[config.mk]
export PLATFORM = sky130hd
export DESIGN_NAME = clock_divider_power_modes
export DESIGN_NICKNAME = d
export VERILOG_FILES = /design/src/verilog/clk_pwr_pkg.sv /design/src/verilog/clock_divider_power_modes.sv /design/src/verilog/pin_change_sync.sv
export VERILOG_INCLUDE_DIRS = /design/src /design/src/verilog
export SDC_FILE = /design/constraint.sdc
export NUM_CORES = 1
export LEC_CHECK = 0
export BUFFER_PORTS_ARGS = -buffer_cell sky130_fd_sc_hd__buf_4
export CAP_MARGIN = 5
export CORE_AREA = 2 2 143 145
export DETAILED_ROUTE_END_ITERATION = 8
export DIE_AREA = 0 0 145 147
export PLACE_DENSITY = 0.49
export SLEW_MARGIN = 20
export SYNTH_ARGS = -nofsm -noshare
export SYNTH_HDL_FRONTEND = slang
export SYNTH_HIERARCHICAL = 1
export SYNTH_SLANG_ARGS = --single-unit
[constraint.sdc]
create_clock -name pclk -period 4.08 [get_ports pclk]
set_input_delay 0.408 -clock pclk [delete_from_list [all_inputs] [get_ports pclk]]
set_output_delay 0.408 -clock pclk [all_outputs]
set_load 0.02 [all_outputs]
[src/verilog/clk_pwr_defines.svh]
`ifndef CLK_PWR_DEFINES_SVH
`define CLK_PWR_DEFINES_SVH

// Register indices; the byte address on the bus is four times the index.
`define IDX_FETCH_WAIT 8'h8E
`define IDX_DIV_SELECT 8'hE5
`define IDX_DIV_APPLY 8'hE6
`define IDX_PWR_CTRL 8'h87
`define IDX_P1_WAKE 8'h91

// Field positions.
`define FW_MSB 6
`define FW_LSB 4
`define DIV_MSB 2
`define PC_IDLE_BIT 0
`define PC_STOP_BIT 1
`define PC_GF0_BIT 2

// Codes and reset values.
`define APPLY_CODE 8'h69
`define DIV_CODE_MAX 3'h5
`define RATIO_MAX 8'h80
`define FW_RESET 3'h7
`define FW_LOW_READ 4'h1
`define DIV_SEL_RESET 3'h7
`define DIV_ACT_RESET 3'h0
`define P1W_RESET 8'h00

// Warm-up counts in fast periods and slow oscillator edges.
`define WARM_FAST_RESET 12'h800
`define WARM_FAST_WAKE 12'h040
`define WARM_SLOW 3'h5

`endif

[src/verilog/clk_pwr_pkg.sv]
package clk_pwr_pkg;

    // Power management states, one-hot.
    typedef enum logic [4:0] {
        ST_WARM = 5'b00001,
        ST_RUN = 5'b00010,
        ST_IDLE = 5'b00100,
        ST_STOP = 5'b01000,
        ST_WAKE = 5'b10000
    } pwr_state_t;

    // Complete state of the clock and power controller.
    typedef struct packed {
        pwr_state_t st;
        logic [2:0] fw;
        logic [2:0] div_sel;
        logic [2:0] div_act;
        logic gf0;
        logic idle_bit;
        logic stop_bit;
        logic [7:0] p1w;
        logic [6:0] div_cnt;
        logic tick;
        logic fetch_busy;
        logic [2:0] fw_cnt;
        logic fetch_done;
        logic [11:0] warm_cnt;
        logic [2:0] slow_cnt;
        logic [31:0] prdata;
        logic [7:0] gap;
        logic gap_ok;
        logic [3:0] fticks;
    } core_state_t;

    // State of the pin synchroniser.
    typedef struct packed {
        logic [16:0] s1;
        logic [16:0] s2;
        logic [16:0] s3;
        logic [16:0] stable;
        logic [16:0] change;
    } sync_state_t;

endpackage

[src/verilog/clock_divider_power_modes.sv]
// The APB register port was left to the implementer.
`timescale 1ns/1ns
`default_nettype none
`include "clk_pwr_defines.svh"

////////////////////////////////////////////////////////////////////////////////
// Behaviour
// - CPU tick is the oscillator clock divided by 128 down to 4, codes 0 to 5.
// - A new divider select acts only after 0x69 is written to the apply register.
// - The oscillator clock is the fixed source chosen at power-on.
// - Each program fetch is stretched by 0 to 7 wait ticks, field resets to 7.
// - Power control bit 0 requests idle, bit 1 requests stop.
// - Idle gates only the CPU tick; peripherals and oscillator keep running.
// - Idle ends on a port change or interrupt; hardware clears the idle bit.
// - Stop halts CPU, peripherals and oscillator, keeping all stored state.
// - Stop ends only on a port change, never an interrupt; stop bit clears.
// - After reset execution waits 2048 fast plus 5 slow oscillator periods.
// - Wake from stop waits 64 fast plus 5 slow oscillator periods.
// - After warm-up the CPU runs at the divided rate in normal mode.
// - Each port 1 wake enable bit allows wake from its pin when set.
// - Port 0 changes always wake, with no enable.
module clock_divider_power_modes
    import clk_pwr_pkg::*;
(
    // Clock (the fixed oscillator clock) and reset.
    input wire logic pclk,
    input wire logic presetn,
    // APB slave.
    input wire logic psel,
    input wire logic penable,
    input wire logic pwrite,
    input wire logic [11:0] paddr,
    input wire logic [31:0] pwdata,
    output logic [31:0] prdata,
    output logic pready,
    output logic pslverr,
    // Wake sources, and the slow oscillator that times the warm-up.
    input wire logic [7:0] port0_in,
    input wire logic [7:0] port1_in,
    input wire logic internal_slow_oscillator,
    input wire logic irq_event,
    // CPU and program memory side.
    input wire logic fetch_req,
    output logic fetch_done,
    output logic [2:0] fetch_wait_cycles,
    output logic cpu_tick,
    output logic cpu_run,
    // Power domain controls.
    output logic periph_run,
    output logic osc_run,
    output pwr_state_t pwr_state
);
    import clk_pwr_pkg::*;

    core_state_t r;
    core_state_t n;
    logic [16:0] pin_stable;
    logic [16:0] pin_change;
    logic wake_pin;
    logic slow_edge;
    logic [7:0] ratio;
    logic [6:0] term;
    logic [7:0] idx;
    logic hit;
    logic wr_en;
    logic setup;
    logic [31:0] rd_mux;
    logic apply_hit;

    ////////////////////////////////////////////////////////////////////////////
    // Pin synchronisers for both ports and the slow oscillator.
    pin_change_sync u_sync (
        .pclk(pclk),
        .presetn(presetn),
        .pins({internal_slow_oscillator, port1_in, port0_in}),
        .stable(pin_stable),
        .change(pin_change)
    );

    // Wake decode: port 0 always, port 1 through its enables.
    assign wake_pin = (|pin_change[7:0]) | (|(pin_change[15:8] & r.p1w));
    assign slow_edge = pin_change[16] & pin_stable[16];

    ////////////////////////////////////////////////////////////////////////////
    // Divider ratio from the active code: 128 shifted right by the code.
    assign ratio = `RATIO_MAX >> r.div_act;
    assign term = 7'(ratio - 8'h01);

    // Bus decode; the word index is the byte address over four.
    assign idx = paddr[9:2];
    assign setup = psel & ~penable;
    assign wr_en = psel & penable & pwrite & hit;
    assign apply_hit = wr_en && (idx == `IDX_DIV_APPLY) && (pwdata[7:0] == `APPLY_CODE);

    // Address decode and read multiplexer; unmapped words read as zero.
    always_comb
    begin
        hit = 1'b1;
        rd_mux = '0;
        if (paddr[11:10] != 2'h0)
            hit = 1'b0;
        else
        begin
            case (idx)
                `IDX_FETCH_WAIT:
                    rd_mux[7:0] = {1'b0, r.fw, `FW_LOW_READ};
                `IDX_DIV_SELECT:
                    rd_mux[`DIV_MSB:0] = r.div_sel;
                `IDX_DIV_APPLY:
                    rd_mux = '0;
                `IDX_PWR_CTRL:
                    rd_mux[`PC_GF0_BIT:0] = {r.gf0, r.stop_bit, r.idle_bit};
                `IDX_P1_WAKE:
                    rd_mux[7:0] = r.p1w;
                default:
                    hit = 1'b0;
            endcase
        end
    end

    ////////////////////////////////////////////////////////////////////////////
    // Next-state logic for divider, fetch stretch, power states and registers.
    always_comb
    begin
        n = r;
        n.tick = 1'b0;
        n.fetch_done = 1'b0;

        // Divider runs while the oscillator runs; the tick is gated outside run.
        if ((r.st == ST_RUN) || (r.st == ST_IDLE))
        begin
            if (r.div_cnt >= term)
            begin
                n.div_cnt = '0;
                // No tick once a power bit is set, so none leaks into idle or stop.
                n.tick = (r.st == ST_RUN) && !r.idle_bit && !r.stop_bit;
            end
            else
                n.div_cnt = 7'(r.div_cnt + 7'h01);
        end

        // Cycles since the last tick, for the spacing check.
        n.gap = r.tick ? 8'h01 : ((r.gap == 8'hFF) ? r.gap : 8'(r.gap + 8'h01));
        n.gap_ok = (r.tick | r.gap_ok) & (r.st == ST_RUN);

        // Fetch stretch counts CPU ticks; done on the tick after the waits.
        if (fetch_req && !r.fetch_busy)
        begin
            n.fetch_busy = 1'b1;
            n.fw_cnt = r.fw;
            n.fticks = '0;
        end
        else if (r.fetch_busy && r.tick)
        begin
            n.fticks = 4'(r.fticks + 4'h1);
            if (r.fw_cnt == 3'h0)
            begin
                n.fetch_done = 1'b1;
                n.fetch_busy = 1'b0;
            end
            else
                n.fw_cnt = 3'(r.fw_cnt - 3'h1);
        end

        // Power state machine.
        case (r.st)
            ST_WARM, ST_WAKE:
            begin
                if (r.warm_cnt < ((r.st == ST_WARM) ? `WARM_FAST_RESET : `WARM_FAST_WAKE))
                    n.warm_cnt = 12'(r.warm_cnt + 12'h001);
                else if (r.slow_cnt < `WARM_SLOW)
                begin
                    if (slow_edge)
                        n.slow_cnt = 3'(r.slow_cnt + 3'h1);
                end
                else
                begin
                    n.st = ST_RUN;
                    n.div_cnt = '0;
                end
            end
            ST_RUN:
            begin
                if (r.stop_bit)
                    n.st = ST_STOP;
                else if (r.idle_bit)
                    n.st = ST_IDLE;
            end
            ST_IDLE:
            begin
                if (wake_pin || irq_event)
                begin
                    n.st = ST_RUN;
                    n.idle_bit = 1'b0;
                end
            end
            ST_STOP:
            begin
                if (wake_pin)
                begin
                    n.st = ST_WAKE;
                    n.stop_bit = 1'b0;
                    n.warm_cnt = '0;
                    n.slow_cnt = '0;
                end
            end
            default:
                n.st = ST_WARM;
        endcase

        // Register writes come last so a write wins over a hardware clear.
        if (wr_en)
        begin
            case (idx)
                `IDX_FETCH_WAIT:
                    n.fw = pwdata[`FW_MSB:`FW_LSB];
                `IDX_DIV_SELECT:
                    n.div_sel = pwdata[`DIV_MSB:0];
                `IDX_DIV_APPLY:
                begin
                    // Reserved codes and other values leave the divider as is.
                    if (apply_hit && (r.div_sel <= `DIV_CODE_MAX))
                    begin
                        n.div_act = r.div_sel;
                        n.div_cnt = '0;
                        n.gap_ok = 1'b0;
                    end
                end
                `IDX_PWR_CTRL:
                begin
                    n.idle_bit = pwdata[`PC_IDLE_BIT];
                    n.stop_bit = pwdata[`PC_STOP_BIT];
                    n.gf0 = pwdata[`PC_GF0_BIT];
                end
                `IDX_P1_WAKE:
                    n.p1w = pwdata[7:0];
                default:
                    n.p1w = r.p1w;
            endcase
        end

        // Read data is captured in the setup phase and held through access.
        if (setup)
            n.prdata = rd_mux;
    end

    ////////////////////////////////////////////////////////////////////////////
    // State register with reset values.
    always_ff @(posedge pclk or negedge presetn)
    begin
        if (!presetn)
        begin
            r <= '0;
            r.st <= ST_WARM;
            r.fw <= `FW_RESET;
            r.div_sel <= `DIV_SEL_RESET;
            r.div_act <= `DIV_ACT_RESET;
            r.p1w <= `P1W_RESET;
        end
        else
            r <= n;
    end

    ////////////////////////////////////////////////////////////////////////////
    // Outputs.
    assign prdata = r.prdata;
    assign pready = 1'b1;
    assign pslverr = psel & penable & ~hit;
    assign cpu_tick = r.tick;
    assign cpu_run = (r.st == ST_RUN);
    assign periph_run = (r.st == ST_RUN) || (r.st == ST_IDLE);
    assign osc_run = periph_run;
    assign fetch_done = r.fetch_done;
    assign fetch_wait_cycles = r.fw;
    assign pwr_state = r.st;
endmodule
`default_nettype wire

[src/verilog/pin_change_sync.sv]
`timescale 1ns/1ns
`default_nettype none

// Brings the port pins and the slow oscillator into the pclk domain and flags changes.
module pin_change_sync
    import clk_pwr_pkg::*;
(
    // Clock and reset.
    input wire logic pclk,
    input wire logic presetn,
    // Raw asynchronous inputs.
    input wire logic [16:0] pins,
    // Filtered level and one-cycle change flag per input.
    output logic [16:0] stable,
    output logic [16:0] change
);
    import clk_pwr_pkg::*;

    sync_state_t r;
    sync_state_t n;

    // A change counts once the second and third stages agree on a new level.
    always_comb
    begin
        n = r;
        n.s1 = pins;
        n.s2 = r.s1;
        n.s3 = r.s2;
        n.change = '0;
        for (int i = 0; i < 17; i++)
        begin
            if ((r.s2[i] == r.s3[i]) && (r.s3[i] != r.stable[i]))
            begin
                n.stable[i] = r.s3[i];
                n.change[i] = 1'b1;
            end
        end
    end

    // State register.
    always_ff @(posedge pclk or negedge presetn)
    begin
        if (!presetn)
            r <= '0;
        else
            r <= n;
    end

    assign stable = r.stable;
    assign change = r.change;

endmodule
`default_nettype wire

==> impl_metrics.yaml, run 1 <==
cts:
  htree_levels: 4
  cts_tree: "done"
  post_cts_buffers: 0
  cts.hold.buffers_added: 0
  post_cts_resized: 0
  cts_inserted_buffers: 17
  clock_sinks: 146
  cts-root-buf: "clkbuf_16"
  clock_path_buffers: 2
  clk_latency_ns: 0.42
  cts.clk_slew.worst_paths_ns: 0.06
drt:
  wl_um: 12520
  first_pass_iters: 4
  drtIter0Drc: 221
  vias: 4347
  drc: 0
  avgRoutedWirePerCell_um: 13.72
  postRouteAntennaNets: 0
  avgViaCountPerCell: 4.761
global_route:
  use_met3_pct: 3.913
  use_met1_pct: 16.47
  grt_usage_pct: 12.55
  use_met2_pct: 19.55
  grt_max_degree: 96
  overflow: 0
  top_usage_layer: "met2"
  antenna_found_initial: 0
  grt_pass1_wl_um: 21670
  first_global_vias: 4366
timing:
  max_clock_freq_ghz: 0.3544
  worst_pin_slew_ns: 1.104
  post-route-min-period_ns: 2.822
  whs_ns: 0.06747
  post-route-period-util_pct: 69.16
  setup_tns_ns: 0
  fin_skew_ns: 0.007853
  rsz0062_at_grt: "false"
  setup_viol: 0
  drv_slew: 0
  hold_viol: 0
  slew_headroom_pct: 26.11
cells_and_area:
  drive_gt1_share_pct: 22.55
  fin_area_um2: 7629
  area_growth_syn_to_layout_pct: 14.54
  n_antenna_cell: 0
  fillers: 1931
  nets: 713
  final_common_cell: "dfrtp_1"
  final_cell_mix: "dfrtp_1 (139), buf_4 (66), nand2_1 (55)"
  layoutNonFillerInstCount: 913
power_and_ir_drop:
  pwr-share-clk_pct: 46.6
  power_density_nw_per_um2: 418.3
  p_int_mw: 2.455
  switchingPower_uw: 736.0
  sw_frac_of_total_pct: 23.06
  p_comb_share_pct: 4.9
  total_leakage_power_nw: 3.473
  power_mw: 3.191
  vdd_drop_max_mv: 0.3057
  p_seq_share_pct: 48.5
floorplan:
  placementRows: 52
  pin_count: 115
  dieArea_um2: 21320
  fp.dieW_um: 145
  start_util_pct: 33.56
  die_y_um: 147
  core_area_um2: 19840
worst_setup_path:
  crit_type: "reg2reg"
  start_kind: "flop"
  slowest_delay_ns: 0.46
  critPathMaxFanout: 7
  cp_cell_sequence: "nand3b_1, ha_1, xnor2_1, nor2_1, a31oi_1, ha_1, and3_1, a311oi_1, a21oi_1, nor3_1"
  cp_slowest_cell: "dfrtp_1"
  crit_path_end_kind: "flop"
  path_common_cell: "ha_1"
  arrival_ns: 3.15
  required_ns: 4.40
outcome:
  status: "finished clean"
synthesis:
  avgSynthCellArea_um2: 11.16
  yosysWarnings: 6
  syn_area_um2: 6660
  syn_inst: 597
place:
  placed_cells: 882
  numPortBuffers: 63
  hpwlAfterDp_um: 9050
  gp_congestion: 0.8381
  place_area_um2: 7056
job:
  drv_cap: 0
min_path:
  hp-class: "in2async"
critical path, delay by kind of cell (launching register included):
kind,cells,cell delay (ns)
xor+xnor,1,0.19
fa+ha+maj,2,0.56
simple gates,4,0.70
compound gates,3,0.82
flops,1,0.46
power by group through the flow:
stage | registers, mW | clock network (mW) | logic (mW)
3_3_place_gp | 1.57 | 0 | 0.156
4_1_cts | 1.55 | 1.54 | 0.161
6_report | 1.55 | 1.49 | 0.156
5_1_grt | 1.56 | 1.60 | 0.178
3_5_place_dp | 1.57 | 0 | 0.161
2_1_floorplan | 1.57 | 0 | 0.119
per-layer routing:
metal / part of all wire [%] / vias to the layer above
met4: 1.6 / 0
met1: 46 / 2104
met2: 48 / 105
li1: - / 2120
met5: 0 / -
met3: 4.9 / 18
sequential cells by signal, summed over array words and instances, names as in the netlist:
register,count
r,43
u_sync/n,34
u_sync/change,17
u_sync/r,17
u_sync/stable,17
prdata,8
pwr_state,5
fetch_wait_cycles,3
cpu_tick,1
fetch_done,1
per-stage QoR:
step | setup WS [ns] | util [%]
detailed placement | 1.283 | 35.55
global route | 1.007 | 38.44
global placement | 1.350 | 35.55
finish | 1.258 | 38.44
CTS | 1.279 | 38.44
floorplan | 1.523 | -
final timing paths:
path                              start      endpoint  slack, ns  depth (start not counted)
setup / recovery                  r[84]         r[69]       1.26                         10
hold / removal                  presetn         r[69]       0.07                          1
setup reg to reg                  r[84]         r[69]       1.26                         10
hold reg to reg            u_sync/n[63]  u_sync/n[46]       0.35                          0
max in group asynchronous       presetn  u_sync/n[47]       3.04                          2
min in group pclk           port0_in[4]  u_sync/n[55]       0.09                          1
area by class of cell:
cell class | count | area (um2) | share of cell area [%]
Clock inverter | 12 | 120.1 | 1.575
Multi-Input combinational cell | 388 | 2507 | 32.87
Sequential cell | 146 | 3662 | 48.01
Clock buffer | 19 | 452.9 | 5.937
Timing Repair Buffer | 67 | 506.7 | 6.643
Tap cell | 270 | 337.8 | 4.428
Inverter | 11 | 41.29 | 0.5412
Power figures use the tool's default switching activity.
==> inputs of run 2 (changes only) <==
Settings changed: PLACE_DENSITY 0.49 to 0.51.
Clock period 4.08 ns to 2.4 ns, I/O delays scaled along.
==> impl_metrics.yaml, run 2 (synthesis results as in run 1) <==
timing:
  worst_pin_slew_ns: 0.7711
  fin_skew_ns: 0.01201
  setup_ws_ns: -0.004837
  post-route-min-period_ns: 2.405
  drv_slew: 0
  rsz0062_at_grt: "true"
  slew_headroom_pct: 48.54
  post-route-period-util_pct: 100.2
  max_clock_freq_ghz: 0.4158
  hold_viol: 0
  setup_viol: 1
power_and_ir_drop:
  vdd_drop_max_mv: 0.4457
  p_comb_share_pct: 5.7
  total_leakage_power_nw: 3.673
  switchingPower_mw: 1.273
  p_seq_share_pct: 49.5
  power_density_nw_per_um2: 657.9
  sw_frac_of_total_pct: 23.92
  pwr-share-clk_pct: 44.8
  p_int_mw: 4.047
floorplan:
  fp.dieW_um: 145
  start_util_pct: 33.56
  die_y_um: 147
  core_area_um2: 19840
  placementRows: 52
  dieArea_um2: 21320
  pin_count: 115
worst_setup_path:
  r2r-start: "r[84]"
  critPathLaunch: "r[84]"
  required_ns: 2.73
  crit_type: "reg2reg"
  start_kind: "flop"
  critPathMaxFanout: 3
  arrival_ns: 2.74
  crit_path_end_kind: "flop"
cells_and_area:
  drive_gt1_share_pct: 27.22
  n_antenna_cell: 0
  layoutNonFillerInstCount: 957
  fin_util_pct: 40.75
  largest_reg_flops: 43
  nets: 756
  fin_area_um2: 8087
  area_growth_syn_to_layout_pct: 21.42
  final_cell_mix: "dfrtp_1 (137), buf_4 (88), nand2_1 (55)"
  top_register: "r"
  final_common_cell: "dfrtp_1"
cts:
  cts-root-buf: "clkbuf_16"
  clock_sinks: 146
  cts_tree: "done"
  clock_path_buffers: 2
  cts.clk_slew.worst_paths_ns: 0.06
  htree_levels: 4
  cts_inserted_buffers: 17
  clk_latency_ns: 0.42
drt:
  drc: 0
  avgRoutedWirePerCell_um: 13.74
  first_pass_iters: 4
  vias: 4553
  drtIter0Drc: 203
  top_layer: "met4"
  drt-met1-wl_um: 5915
  met2_length_um: 6615
  avgViaCountPerCell: 4.758
  met3_length_um: 529
  postRouteAntennaNets: 0
  wl_um: 13150
job:
  drv_cap: 0
global_route:
  first_global_vias: 4639
  overflow: 0
  grt_usage_pct: 12.99
  grt_pass1_wl_um: 22460
  antenna_found_initial: 0
  grt_max_degree: 68
place:
  placed_cells: 903
  gp_congestion: 0.8291
  numPortBuffers: 63
  place_area_um2: 7244
  hpwlAfterDp_um: 9478
min_path:
  min-delay-start: "fetch_req"
  hp-class: "in2reg"
outcome:
  status: "finished, violations left"
  failed_checks: "setup timing"
run 2: cell count changes in the layout (fill, tap and decap cells not counted), sizes merged:
cell / before / now
buf: 67 / 92
bufinv: 1 / 0
clkinv: 4 / 3
clkinvlp: 2 / 4
dlygate4sd3: 0 / 18
inv: 16 / 17
run 2: critical path, stage by stage, from the launching register on:
cell and delay (ns):
dfrtp_1 0.39, nand3b_1 0.21, ha_4 0.21, xnor2_2 0.12, nor2_1 0.05, a31oi_1 0.16
ha_1 0.27, and3_4 0.20, a311oi_4 0.32, buf_4 0.17, nand4_1 0.09, a21oi_1 0.14
run 2: metal layers:
layer  up-vias  global-route usage (%)
met5         -                       0
met4         0                   4.059
met3         4                   3.727
met2        96                   21.24
met1      2248                   16.78
li1       2205                       -
run 2: per-stage QoR:
step	hold WS, ns	setup TNS (ns)	worst slack, ns	power (mW)
3_5_place_dp	0.2850	-0.7436	-0.1414	2.964
5_1_grt	0.05302	-0.9274	-0.1553	5.571
2_1_floorplan	-0.05559	0	0.01269	2.863
3_3_place_gp	0.2747	-0.3171	-0.05916	2.949
4_1_cts	0.04327	0	0.01961	5.424
6_report	0.05167	-0.004837	-0.004837	5.320
run 2: final timing paths:
kind | cells past startpoint | endpoint | slack (ns)
min in group asynchronous | 2 | u_sync/n[41] | 0.41
worst min-delay path | 3 | r[64] | 0.05
worst max-delay path | 11 | r[66] | -0.005
worst min register to register | 0 | u_sync/n[36] | 0.35
max in group asynchronous | 3 | pwr_state[0] | 1.30
worst max register to register | 11 | r[66] | -0.005
run 2: final cells by class:
cell class / count / area (um2)
Tap cell: 270 / 337.8
Fill cell: 1938 / 11760
Timing Repair Buffer: 110 / 903.4
Sequential cell: 146 / 3665
Clock inverter: 13 / 101.3
Multi-Input combinational cell: 388 / 2605
Inverter: 11 / 41.29
Clock buffer: 19 / 432.9
run 2: power by group through the flow:
stage               Clock, mW  Sequential [mW]  Combinational (mW)
floorplan                   0             2.66               0.202
global placement            0             2.67               0.278
detailed placement          0             2.68               0.286
CTS                      2.48             2.63               0.310
global route             2.58             2.65               0.339
finish                   2.38             2.63               0.302
run 2: timing repair:
| action | CTS | global route |
|---|---|---|
| endpoints found under the hold margin | 75 | 0 |
| cloned | 0 | 0 |
| setup endpoints to repair | 6 | 19 |
| buffers inserted | 0 | 4 |
| gates resized for setup | 5 | 18 |
| hold buffers | 18 | 0 |
| pin swaps | 2 | 7 |
